### config.mk
export PLATFORM = sky130hd
export DESIGN_NAME = dual_style_host_bus_port
export DESIGN_NICKNAME = d
export VERILOG_FILES = /design/src/pkg/host_port_pkg.sv /design/src/design/chan_regs.sv /design/src/design/dual_style_host_bus_port.sv
export SDC_FILE = /design/constraint.sdc
export NUM_CORES = 1
export LEC_CHECK = 0
export BUFFER_PORTS_ARGS = -buffer_cell sky130_fd_sc_hd__buf_2
export CORE_AREA = 10 10 142 144
export CTS_BUF_LIST = sky130_fd_sc_hd__clkbuf_4 sky130_fd_sc_hd__clkbuf_8
export DETAILED_ROUTE_END_ITERATION = 8
export DIE_AREA = 0 0 152 154
export PLACE_DENSITY = 0.65
export SLEW_MARGIN = 20
export SYNTH_ARGS = -nofsm -noshare
export SYNTH_HDL_FRONTEND = slang
export SYNTH_SLANG_ARGS = --single-unit
### constraint.sdc
create_clock -name clk_i -period 5.8 [get_ports clk_i]
set_clock_uncertainty 0.1 [all_clocks]
set_input_delay 0.29 -clock clk_i [delete_from_list [all_inputs] [get_ports clk_i]]
set_output_delay 0.29 -clock clk_i [all_outputs]
set_load 0.02 [all_outputs]
### src/pkg/host_port_pkg.sv
// constants for the dual-style host bus port of a two-channel uart
// assumes one 10 MHz core clock; bus pins already synchronous to it
package host_port_pkg;
    localparam int unsigned ADDR_W = 3;
    localparam int unsigned DATA_W = 8;
    localparam int unsigned NUM_REGS = 8;
    localparam logic [7:0] REG_RESET = 8'h00;
    localparam int unsigned CTRL_IRQ_EN_BIT = 3;
    localparam logic [2:0] CTRL_ADDR = 3'h4;
    localparam logic CHAN_A = 1'b0;
    localparam logic CHAN_B = 1'b1;
    typedef enum logic [1:0] {
        ST_IDLE = 2'b00,
        ST_READ = 2'b01,
        ST_WRITE = 2'b10
    } bus_state_e;
endpackage : host_port_pkg

### src/design/chan_regs.sv
// one channel's register bank plus its irq/aux/ready pin logic
// assumes writes arrive as single-cycle strobes from the bus front end
`timescale 1ns/1ns
module chan_regs #(
    parameter int unsigned NREG = host_port_pkg::NUM_REGS
) (
    input wire logic clk_i,
    input wire logic rst_i,
    input wire logic wr_i,
    input wire logic [2:0] addr_i,
    input wire logic [7:0] wdata_i,
    output logic [7:0] rdata_o,
    output logic out2_o,
    input wire logic tx_space_i,
    input wire logic rx_avail_i,
    output logic tx_ready_n_o,
    output logic rx_ready_n_o
);
    logic [7:0] regs_q [NREG];
    logic [7:0] regs_d [NREG];
    logic tx_rdy_n_q, tx_rdy_n_d, rx_rdy_n_q, rx_rdy_n_d;

    // next register contents and ready levels
    always_comb
    begin
        for (int i = 0; i < NREG; i++)
        begin
            regs_d[i] = regs_q[i];
        end
        if (wr_i)
        begin
            regs_d[addr_i] = wdata_i;
        end
        tx_rdy_n_d = ~tx_space_i;
        rx_rdy_n_d = ~rx_avail_i;
    end

    always_ff @(posedge clk_i or posedge rst_i)
    begin
        if (rst_i)
        begin
            for (int i = 0; i < NREG; i++)
            begin
                regs_q[i] <= host_port_pkg::REG_RESET;
            end
            tx_rdy_n_q <= 1'b1;
            rx_rdy_n_q <= 1'b1;
        end
        else
        begin
            for (int i = 0; i < NREG; i++)
            begin
                regs_q[i] <= regs_d[i];
            end
            tx_rdy_n_q <= tx_rdy_n_d;
            rx_rdy_n_q <= rx_rdy_n_d;
        end
    end

    assign rdata_o = regs_q[addr_i];
    // cleared bit is the default, so irq starts tri-stated, except pin A in line style, which is not gated by it
    assign out2_o = regs_q[host_port_pkg::CTRL_ADDR][host_port_pkg::CTRL_IRQ_EN_BIT];
    assign tx_ready_n_o = tx_rdy_n_q;
    assign rx_ready_n_o = rx_rdy_n_q;
endmodule : chan_regs

### src/design/dual_style_host_bus_port.sv
// host bus port of a two-channel uart: strobe style or read/write-line style
// assumes bus pins are synchronous to clk_i; the uart core supplies irq and fifo levels
`timescale 1ns/1ns
module dual_style_host_bus_port (
    input wire logic clk_i,
    input wire logic rst_i,
    input wire logic strobe_style_i,
    input wire logic read_strobe_n_i,
    input wire logic write_strobe_n_i,
    input wire logic chan_a_select_n_i,
    input wire logic chan_b_select_n_i,
    input wire logic [2:0] reg_addr_i,
    input wire logic [7:0] data_i,
    output logic [7:0] data_o,
    output logic data_oe_o,
    input wire logic chan_a_irq_req_i,
    input wire logic chan_b_irq_req_i,
    input wire logic chan_a_tx_space_i,
    input wire logic chan_a_rx_avail_i,
    input wire logic chan_b_tx_space_i,
    input wire logic chan_b_rx_avail_i,
    output logic chan_a_irq_o,
    output logic chan_a_irq_oe_o,
    output logic chan_b_irq_o,
    output logic chan_b_irq_oe_o,
    output logic chan_a_aux_out_n_o,
    output logic chan_b_aux_out_n_o,
    output logic chan_a_tx_ready_n_o,
    output logic chan_a_rx_ready_n_o,
    output logic chan_b_tx_ready_n_o,
    output logic chan_b_rx_ready_n_o
);
    host_port_pkg::bus_state_e state_q, state_d;
    logic chan_q, chan_d;
    logic [2:0] addr_q, addr_d;
    logic [7:0] rd_q, rd_d;
    logic oe_q, oe_d;
    logic wr_a, wr_b;
    logic sel_a, sel_b, any_sel, rd_req, wr_req, strobe_rd, strobe_wr;
    logic [7:0] rdata_a, rdata_b;
    logic out2_a, out2_b;

    // decode of the two bus styles into one select/direction view
    always_comb
    begin
        if (strobe_style_i)
        begin
            sel_a = ~chan_a_select_n_i;
            sel_b = ~chan_b_select_n_i;
            strobe_rd = ~read_strobe_n_i;
            strobe_wr = ~write_strobe_n_i;
        end
        else
        begin
            // read strobe not looked at in this style
            sel_a = ~chan_a_select_n_i & ~chan_b_select_n_i;
            sel_b = ~chan_a_select_n_i & chan_b_select_n_i;
            strobe_rd = write_strobe_n_i;
            strobe_wr = ~write_strobe_n_i;
        end
        any_sel = sel_a | sel_b;
        // both strobes low at once is illegal; read wins to avoid a corrupt write
        rd_req = any_sel & strobe_rd;
        wr_req = any_sel & strobe_wr & ~strobe_rd;
    end

    // access sequencer: start on select plus strobe, finish when it goes away
    always_comb
    begin
        state_d = state_q;
        chan_d = chan_q;
        addr_d = addr_q;
        rd_d = rd_q;
        oe_d = 1'b0;
        wr_a = 1'b0;
        wr_b = 1'b0;
        case (state_q)
            host_port_pkg::ST_IDLE:
            begin
                chan_d = sel_b ? host_port_pkg::CHAN_B : host_port_pkg::CHAN_A;
                addr_d = reg_addr_i;
                if (rd_req)
                begin
                    state_d = host_port_pkg::ST_READ;
                end
                else if (wr_req)
                begin
                    state_d = host_port_pkg::ST_WRITE;
                    // take the byte now too, so a one-cycle strobe still stores fresh data
                    rd_d = data_i;
                end
            end
            host_port_pkg::ST_READ:
            begin
                rd_d = (chan_q == host_port_pkg::CHAN_B) ? rdata_b : rdata_a;
                oe_d = rd_req;
                if (!rd_req)
                begin
                    state_d = host_port_pkg::ST_IDLE;
                end
            end
            host_port_pkg::ST_WRITE:
            begin
                // the byte is latched when the strobe or select ends
                if (!wr_req)
                begin
                    wr_a = (chan_q == host_port_pkg::CHAN_A);
                    wr_b = (chan_q == host_port_pkg::CHAN_B);
                    state_d = host_port_pkg::ST_IDLE;
                end
                else
                begin
                    rd_d = data_i; // last byte seen while strobe low
                end
            end
            default:
            begin
                state_d = host_port_pkg::ST_IDLE;
            end
        endcase
    end

    always_ff @(posedge clk_i or posedge rst_i)
    begin
        if (rst_i)
        begin
            state_q <= host_port_pkg::ST_IDLE;
            chan_q <= host_port_pkg::CHAN_A;
            addr_q <= 3'h0;
            rd_q <= host_port_pkg::REG_RESET;
            oe_q <= 1'b0;
        end
        else
        begin
            state_q <= state_d;
            chan_q <= chan_d;
            addr_q <= addr_d;
            rd_q <= rd_d;
            oe_q <= oe_d;
        end
    end

    assign data_o = rd_q;
    assign data_oe_o = oe_q;

    chan_regs u_chan_a (
        .clk_i(clk_i),
        .rst_i(rst_i),
        .wr_i(wr_a),
        .addr_i(addr_q),
        .wdata_i(rd_q),
        .rdata_o(rdata_a),
        .out2_o(out2_a),
        .tx_space_i(chan_a_tx_space_i),
        .rx_avail_i(chan_a_rx_avail_i),
        .tx_ready_n_o(chan_a_tx_ready_n_o),
        .rx_ready_n_o(chan_a_rx_ready_n_o)
    );

    chan_regs u_chan_b (
        .clk_i(clk_i),
        .rst_i(rst_i),
        .wr_i(wr_b),
        .addr_i(addr_q),
        .wdata_i(rd_q),
        .rdata_o(rdata_b),
        .out2_o(out2_b),
        .tx_space_i(chan_b_tx_space_i),
        .rx_avail_i(chan_b_rx_avail_i),
        .tx_ready_n_o(chan_b_tx_ready_n_o),
        .rx_ready_n_o(chan_b_rx_ready_n_o)
    );

    // interrupt and aux pins; the line style merges both channels on pin A
    always_comb
    begin
        chan_a_aux_out_n_o = ~out2_a;
        chan_b_aux_out_n_o = ~out2_b;
        chan_b_irq_o = chan_b_irq_req_i;
        chan_b_irq_oe_o = out2_b;
        if (strobe_style_i)
        begin
            chan_a_irq_o = chan_a_irq_req_i;
            chan_a_irq_oe_o = out2_a;
        end
        else
        begin
            // open drain: only ever drives low, pull-up makes the high
            chan_a_irq_o = 1'b0;
            chan_a_irq_oe_o = chan_a_irq_req_i | chan_b_irq_req_i;
        end
    end
endmodule : dual_style_host_bus_port

==> impl_metrics.yaml, run 1 <==
sta:
  slew_headroom: 0.315
  report.final.slew_viol_count: 0
  tightest_slew_ns: 1.03
  fmax_mhz: 315
  fin_setup_tns_ns: 0
  finalSetupViolCount: 0
  finalHoldViolCount: 0
  finalCriticalPeriod_ns: 3.18
  fin_crit_sh: 0.548
  fin_ws_ns: 2.62
  rsz0062_at_grt: "no"
global_routing:
  grt_max_degree: 86
  antenna_found_initial: 0
  grt_first_pass_wirelength_mm: 28.0
  track_usage: 0.151
  gr-total-overflow: 0
  grt_pass1_vias: 4870
cts:
  cts.sinks: 147
  numCtsBuffers: 17
  clk_latency_ns: 0.47
  cts_max_level: 4
  cts_root_buf: "clkbuf_8"
  cts.clk_slew.worst_paths_ns: 0.08
  postCtsSetupRepairBufs: 0
  cts_tree: "built"
  clk_path_buf_depth: 2
power_and_ir_drop:
  swShare: 0.321
  vdd_ir_drop_max_v: 0.000177
  clock_power_share: 0.244
  p_per_area_mw_per_mm2: 411
  power.share.combinational: 0.238
  internal-power_mw: 2.14
  seq_power_share: 0.518
  power.net_switching_mw: 1.01
  p_leak_nw: 3.57
placement:
  port_buffers: 42
  place_congestion: 0.884
  hpwl_mm: 11.5
  dp_slack_ns: 2.70
yosys:
  ys_warn_count: 0
  syn-num-nets: 545
  synthCells: 521
  synthFlopType: "dfrtp_1"
  ys_seq_area_frac: 0.541
  postSynth.asyncResetShare: 1.00
  synth_area_leaders: "dfrtp_1 (53%), mux2_2 (23%), a221oi_1 (2.2%)"
  yosysTopAreaCellShare: 0.526
  synth_cell_types: 46
  yosysTopAreaCell: "dfrtp_1"
  ys_seq_elements: 147
  avgSynthCellArea_um2: 13.1
  synth_area_mm2: 0.00680
  synth-edff-count: 0
route:
  drc_errors: 0
  post_drt_wl_per_cell_um: 22.2
  viasPerCell: 5.80
  antenna_left: 0
  drtIter0Drc: 389
  vias: 4624
  first_pass_iters: 5
  wl_mm: 17.7
setup_path:
  crit_required_ns: 6.04
  critPathCaptureType: "flip-flop"
  critPathArrivalTime_ns: 3.42
  critPathMaxFanout: 29
  start_kind: "flip-flop"
  critical_path_class: "flip-flop to flip-flop"
floorplanning:
  start_util: 0.396
  die_x_um: 152
  dieArea_mm2: 0.0234
  num_rows: 48
  ios: 43
  die_h_um: 154
  core_mm2: 0.0172
flow_run:
  cap_viol_max_count: 0
finish:
  area_growth_pct: 12.6
  drive_gt1_frac: 0.427
  nNetsFinal: 583
  num_antenna_cells: 0
outcome:
  outcome: "finished clean"
worst_hold_path:
  hold_path_class: "input port to flip-flop"
-- Yosys cell counts (9+ instances only) --
master and instances:
a21oi_1 10, a221o_1 13, a221oi_1 17, clkbuf_1 25, dfrtp_1 143, inv_1 10
mux2_2 141, mux2i_1 10, nand2_1 9, nand3_1 11, nor2_1 19, nor3_1 17
o21ai_0 9
-- path summary, 6_finish.rpt --
| kind | startpoint | endpoint | slack (ns) | cells after the start |
|---|---|---|---|---|
| max | addr_q[0]$_DFFE_PP0P_ | u_chan_b.regs_q[10]$_DFFE_PP0P_ | 2.62 | 4 |
| min | reg_addr_i[1] | addr_q[1]$_DFFE_PP0P_ | 0.03 | 3 |
| max reg2reg | addr_q[0]$_DFFE_PP0P_ | u_chan_b.regs_q[10]$_DFFE_PP0P_ | 2.62 | 4 |
| min reg2reg | u_chan_a.regs_q[10]$_DFFE_PP0P_ | u_chan_a.regs_q[10]$_DFFE_PP0P_ | 0.40 | 1 |
| max in group asynchronous | rst_i | data_o[5]$_DFFE_PP0P_ | 4.09 | 4 |
| min in group asynchronous | rst_i | u_chan_a.regs_q[14]$_DFFE_PP0P_ | 0.35 | 3 |
-- cells by family (layout without fill, tap and decap cells) --
kind of cell,count (synthesis),after routing,synth area share
buf+inv,46,97,0.0280
simple gates,90,90,0.0714
flops,147,147,0.541
compound gates,77,77,0.0868
mux,161,161,0.272
-- power groups by stage --
stage	Sequential (mW)	Clock [mW]	Combinational, mW
final	1.63	0.768	0.748
after floorplan	1.52	0	0.599
after global routing	1.67	0.829	0.813
after CTS	1.62	0.782	0.753
after global placement	1.63	0	0.727
after detailed placement	1.64	0	0.747
-- cells in the final DEF, fill, tap and decap left out, types with 3 or more instances in the layout --
cell,n
buf_2,42
nand2_1,9
and2_1,3
inv_1,9
nand3b_1,3
nor2_1,19
nor2b_1,7
a22o_1,6
mux2_2,141
o21ai_0,9
mux2_4,8
a21oi_1,10
nor3_2,3
a221o_1,13
a221oi_1,17
nand3_1,11
a22oi_1,5
dfstp_2,4
nor3_1,17
clkbuf_8,21
dfrtp_1,143
mux2i_1,10
buf_4,4
dlygate4sd3_1,8
nor2_2,3
clkinv_2,5
nand2b_1,4
o22ai_1,7
-- metal layers --
metal	part of all wire	up-vias	GRT usage
li1	-	2012	-
met1	0.44	2399	0.195
met2	0.47	183	0.238
met3	0.069	30	0.0360
met4	0.021	0	0.0605
met5	0	-	0
-- layout make-up --
type | count | area (um^2)
Fill cell | 1613 | 9520
Sequential cell | 147 | 3680
Multi-Input combinational cell | 328 | 2940
Timing Repair Buffer | 55 | 332
Clock buffer | 23 | 304
Tap cell | 225 | 282
Clock inverter | 9 | 78.8
Inverter | 10 | 42.5
-- through the flow --
| stage | cell area (um^2) | hold WS (ns) | power [mW] | util | instances |
|---|---|---|---|---|---|
| 3_5_place_dp | 7190 | 0.304 | 2.39 | 0.419 | 757 |
| 5_1_grt | 7660 | 0.0495 | 3.31 | 0.446 | 797 |
| 2_1_floorplan | 6800 | 0.216 | 2.12 | - | 521 |
| 3_3_place_gp | 7190 | 0.294 | 2.35 | 0.419 | 757 |
| 6_report | 7660 | 0.0345 | 3.15 | 0.446 | 797 |
| 4_1_cts | 7650 | 0.0312 | 3.16 | 0.446 | 797 |
-- sequential cells by signal (all words and copies together) (netlist names), 2 cells and up --
name             count
addr_q               3
data_o               8
state_q              2
u_chan_a.regs_q     63
u_chan_b.regs_q     63
-- critical path, stage by stage, from the launching register on --
cell	delay, ns
dfrtp_1	0.77
inv_1	0.69
nand2_1	0.31
nor3_2	0.77
mux2_2	0.41
-- what timing repair did --
item,in CTS,in global routing
hold buffers,8,0
resized for setup,0,0
endpoints found under the hold margin,65,0
Note: power is estimated with default switching activity, not from simulation.
==> run 2, diff against run 1 <==
Settings changed: ABC_AREA set to 1, CORE_AREA 10 10 142 144 to 10 10 148 150, DIE_AREA 0 0 152 154 to 0 0 158 160, PLACE_DENSITY 0.65 to 0.67.
Clock period 5.8 ns to 2.71 ns, I/O delays scaled along.
==> impl_metrics.yaml, run 2 <==
yosys:
  synth_area_mm2: 0.00743
  synthFlopType: "dfrtp_1"
  ys_seq_elements: 147
  syn-num-nets: 974
  avgSynthCellArea_um2: 7.82
  synth_cell_types: 23
  synth_area_leaders: "dfrtp_1 (48%), nand2_1 (16%), inv_1 (7.8%)"
  synth-edff-count: 0
  ys_warn_count: 0
  yosysTopAreaCellShare: 0.482
  synth_commonest_cells: "nand2_1 (315), inv_1 (155), dfrtp_1 (143)"
  synthCells: 950
  ys_seq_area_frac: 0.496
  yosysTopAreaCell: "dfrtp_1"
  postSynth.asyncResetShare: 1.00
  yosysMostFrequentCell: "nand2_1"
cts:
  cts.clk_slew.worst_paths_ns: 0.08
  cts_root_buf: "clkbuf_8"
  clk_latency_ns: 0.46
  postCtsSetupRepairBufs: 0
  cts_tree: "built"
  numCtsBuffers: 17
  cts_hold_buffers: 18
  cts_max_level: 4
  clk_path_buf_depth: 2
  cts_resized: 0
  cts.sinks: 147
global_routing:
  grt_max_degree: 100
  grt_first_pass_wirelength_mm: 30.4
  grt_pass1_vias: 5599
  gr-total-overflow: 0
  antenna_found_initial: 0
  track_usage: 0.152
floorplanning:
  dieArea_mm2: 0.0253
  core_mm2: 0.0191
  die_h_um: 160
  num_rows: 51
  start_util: 0.389
  die_x_um: 158
  ios: 43
outcome:
  outcome: "finished clean"
power_and_ir_drop:
  vdd_ir_drop_max_v: 0.000321
  p_leak_nw: 4.31
  p_per_area_mw_per_mm2: 849
setup_path:
  crit_family: "buffers and inverters"
  crit_top_cell: "nand2_1"
  worst-path-buf-inv: 2
  critPathCaptureType: "flip-flop"
  cpMaxStageDelayCell: "dfrtp_2"
  cp.depth: 9
  critPathMaxFanout: 28
  crit_required_ns: 2.95
  max_stage_delay_ns: 0.41
  critical_path.endpoint: "data_o[3]$_DFFE_PP0P_"
  start_kind: "flip-flop"
  critPathArrivalTime_ns: 2.26
  r2r_slack_ns: 0.69
  critical_path_class: "flip-flop to flip-flop"
  crit_chain: "inv_2, buf_4, nand2_1, nand3_1, nand2_1, nor2_1, nand2_1, nand3_1, a21oi_1"
  reg2reg_from: "addr_q[0]$_DFFE_PP0P_"
  critPathLaunch: "addr_q[0]$_DFFE_PP0P_"
  rr_endpoint: "data_o[3]$_DFFE_PP0P_"
  rr_worst_depth: 9
finish:
  n_fill_cell: 1895
  area_growth_pct: 11.7
  fin_cells: 1241
  drive_gt1_frac: 0.148
  final_common_cell: "nand2_1"
  num_antenna_cells: 0
  nNetsFinal: 1014
  layout_common_cells: "nand2_1 (315), inv_1 (154), dfrtp_1 (142)"
sta:
  finalSetupViolCount: 0
  finalCriticalPeriod_ns: 2.02
  fmax_mhz: 495
  rsz0062_at_grt: "no"
  tightest_slew_ns: 0.874
  fin_crit_sh: 0.745
  slew_headroom: 0.417
  fin_setup_tns_ns: 0
  finalHoldViolCount: 0
  report.final.slew_viol_count: 0
placement:
  place_congestion: 0.850
  dp.cells: 1191
  port_buffers: 42
  hpwl_mm: 12.0
route:
  vias: 5920
  post_drt_wl_per_cell_um: 14.9
  wl_mm: 18.5
  drtIter0Drc: 502
  drc_errors: 0
  antenna_left: 0
  first_pass_iters: 5
  viasPerCell: 4.77
worst_hold_path:
  hold_path_class: "input port to flip-flop"
  whs_path_depth: 5
flow_run:
  cap_viol_max_count: 0
[run 2: logic make-up (layout without fill, tap and decap cells)]
| family | after synthesis | in the layout | synth area share |
|---|---|---|---|
| simple gates | 449 | 449 | 0.263 |
| buf+inv | 203 | 256 | 0.124 |
| compound gates | 151 | 151 | 0.117 |
| flops | 147 | 147 | 0.496 |
[run 2: final cells by class]
cell class	count	area (um^2)	share of cell area
multi-input combinational	600	2820	0.340
sequential	147	3680	0.444
timing repair buffer	66	448	0.0540
inverter	158	597	0.0719
clock buffer	23	298	0.0359
clock inverter	9	151	0.0182
tap	238	298	0.0359
[run 2: report_power, final]
part | internal [mW] | switching (mW) | leakage (nW)
logic | 0.650 | 1.31 | 2.13
registers | 2.78 | 0.355 | 1.95
clock network | 1.10 | 0.837 | 0.230
[run 2: layer usage]
metal	GRT usage	part of all wire
met2	0.232	0.45
met3	0.0338	0.050
met5	0	0
met1	0.207	0.47
met4	0.0527	0.026
[run 2: worst min path at each step]
stage	slack, ns	to	startpoint
2_1_floorplan	0.06	u_chan_a.rx_ready_n_o$_DFF_PP1_	chan_a_rx_avail_i
3_3_place_gp	0.14	u_chan_a.tx_ready_n_o$_DFF_PP1_	chan_a_tx_space_i
3_5_place_dp	0.15	u_chan_a.tx_ready_n_o$_DFF_PP1_	chan_a_tx_space_i
4_1_cts	0.01	chan_q$_DFFE_PP0P_	chan_b_select_n_i
5_1_grt	0.03	chan_q$_DFFE_PP0P_	chan_b_select_n_i
6_report	0.02	chan_q$_DFFE_PP0P_	chan_b_select_n_i
[run 2: worst register-to-register path, cell delays in order, from the launching register on]
cell and delay (ns):
dfrtp_2 0.41, inv_2 0.37, buf_4 0.31, nand2_1 0.08
nand3_1 0.09, nand2_1 0.08, nor2_1 0.20, nand2_1 0.10
nand3_1 0.09, a21oi_1 0.07
[run 2: per-stage QoR]
step,area (um^2),hold slack (ns),power (mW),utilization,setup slack [ns]
final,8300,0.0203,7.04,0.435,0.690
after global routing,8300,0.0331,7.53,0.435,0.507
after CTS,8300,0.00982,7.07,0.435,0.711
after detailed placement,7670,0.147,5.11,0.402,0.716
after global placement,7670,0.144,5.09,0.402,0.738
after floorplan,7430,0.0617,4.56,-,0.631
==> run 3, diff against run 2 <==
Clock period 2.71 ns to 1.8 ns, I/O delays scaled along.
==> impl_metrics.yaml, run 3 (synthesized netlist as in run 2, its figures left out) <==
finish:
  drive_gt1_frac: 0.166
  area_growth_pct: 14.9
  seq_area_mm2: 0.00368
  nNetsFinal: 1042
  final_common_cell: "nand2_1"
  n_fill_cell: 1857
  num_antenna_cells: 0
  layout_common_cells: "nand2_1 (315), inv_1 (154), dfrtp_1 (142)"
  multi_input_area_mm2: 0.00283
setup_path:
  critical_path_class: "input port to flip-flop"
  crit_required_ns: 2.04
  max_stage_delay_ns: 0.54
  critPathCaptureType: "flip-flop"
  crit_chain: "dlygate4sd3_1, buf_2, inv_1, nand2_1, nand3_2, nand3_4, nor2_8, nand2_2, nand2_1, o21ai_2"
  crit_family: "simple AND/OR/NAND/NOR gates"
  start_kind: "input port"
  cp.depth: 10
  worst-path-buf-inv: 3
  crit_top_cell: "nand2_1"
  rr_worst_depth: 6
  critPathArrivalTime_ns: 1.93
  critPathMaxFanout: 16
  cpMaxStageDelayCell: "dlygate4sd3_1"
cts:
  cts_tree: "built"
  numCtsBuffers: 17
  cts_root_buf: "clkbuf_8"
  cts.clk_slew.worst_paths_ns: 0.08
  cts_max_level: 4
  cts.sinks: 147
  postCtsSetupRepairBufs: 0
  clk_latency_ns: 0.46
  clk_path_buf_depth: 2
sta:
  tightest_slew_ns: 0.395
  fin_crit_sh: 0.941
  fmax_mhz: 590
  rsz0062_at_grt: "yes"
  finalCriticalPeriod_ns: 1.69
  finalHoldViolCount: 0
  report.final.slew_viol_count: 0
  finalSetupViolCount: 0
  slew_headroom: 0.736
  holdWs_ns: 0.0610
global_routing:
  grt_pass1_vias: 5626
  gr-total-overflow: 0
  track_usage: 0.151
  grt_first_pass_wirelength_mm: 30.1
  antenna_found_initial: 0
  grt_max_degree: 52
route:
  drc_errors: 0
  top_layer_used: "met4"
  wl_met1_mm: 8.66
  routed-wl-met2_mm: 8.78
  wl_mm: 18.4
  met3_wirelength_um: 686
  antenna_left: 0
  vias: 5966
  drtIter0Drc: 528
  viasPerCell: 4.70
  first_pass_iters: 7
  post_drt_wl_per_cell_um: 14.5
power_and_ir_drop:
  power.net_switching_mw: 3.80
  vdd_ir_drop_max_v: 0.000603
  power.share.combinational: 0.306
  p_per_area_mw_per_mm2: 1200
  clock_power_share: 0.238
  seq_power_share: 0.456
  swShare: 0.370
  p_leak_nw: 4.45
  internal-power_mw: 6.47
  finalPower_mw: 10.3
outcome:
  outcome: "finished clean"
floorplanning:
  ios: 43
  core_mm2: 0.0191
  start_util: 0.389
  dieArea_mm2: 0.0253
  num_rows: 51
  die_h_um: 160
  die_x_um: 158
placement:
  hpwl_mm: 12.2
  place_congestion: 0.824
  port_buffers: 42
flow_run:
  cap_viol_max_count: 0
worst_hold_path:
  hold_path_class: "input port to asynchronous set/reset pin"
==> run 3: worst min-delay path: cells and delay by family <==
kind | cells | cell delay, ns
buffers and inverters | 3 | 0.93
==> run 3: worst paths after layout <==
check,startpoint,end,slack [ns]
setup / recovery,read_strobe_n_i,u_chan_b.regs_q[26]$_DFFE_PP0P_,0.11
hold / removal,rst_i,u_chan_b.regs_q[13]$_DFFE_PP0P_,0.06
setup reg to reg,state_q[0]$_DFFE_PP0P_,u_chan_b.regs_q[26]$_DFFE_PP0P_,0.11
hold reg to reg,u_chan_a.regs_q[47]$_DFFE_PP0P_,u_chan_a.regs_q[47]$_DFFE_PP0P_,0.39
max in group asynchronous,rst_i,addr_q[0]$_DFFE_PP0P_,0.97
min in group clk_i,strobe_style_i,state_q[0]$_DFFE_PP0P_,0.11
==> run 3: metal layers <==
| metal | vias to the layer above | track usage |
|---|---|---|
| met4 | 0 | 0.0535 |
| met5 | - | 0 |
| li1 | 3048 | - |
| met2 | 100 | 0.240 |
| met1 | 2797 | 0.199 |
| met3 | 21 | 0.0290 |
==> run 3: repair_timing <==
action / CTS / global route
hold buffers: 23 / 0
gates resized for setup: 0 / 2
setup endpoints to repair: 0 / 8
endpoints found under the hold margin: 164 / 0
==> run 3: cell type report <==
cell class	instances	area share
Timing Repair Buffer	94	0.0888
Tap cell	238	0.0349
Inverter	158	0.0699
Clock buffer	19	0.0299
Multi-Input combinational cell	600	0.332
Sequential cell	147	0.432
Clock inverter	13	0.0130
==> run 3: per-stage QoR <==
step | TNS (ns) | instance area (um^2) | setup WS (ns) | utilization | cells
after floorplan | -33.42 | 7430 | -0.234 | - | 950
after global placement | 0 | 7930 | 0.127 | 0.416 | 1214
after detailed placement | 0 | 7930 | 0.102 | 0.416 | 1214
after CTS | 0 | 8530 | 0.0866 | 0.447 | 1269
after global routing | -0.0340 | 8540 | -0.0163 | 0.447 | 1269
final | 0 | 8540 | 0.105 | 0.447 | 1269
==> run 3: power by group through the flow <==
stage / Clock, mW / Sequential (mW) / Combinational (mW)
2_1_floorplan: 0 / 4.69 / 2.17
3_3_place_gp: 0 / 4.72 / 3.07
3_5_place_dp: 0 / 4.73 / 3.12
4_1_cts: 2.50 / 4.68 / 3.17
5_1_grt: 2.65 / 4.79 / 3.58
6_report: 2.44 / 4.68 / 3.14
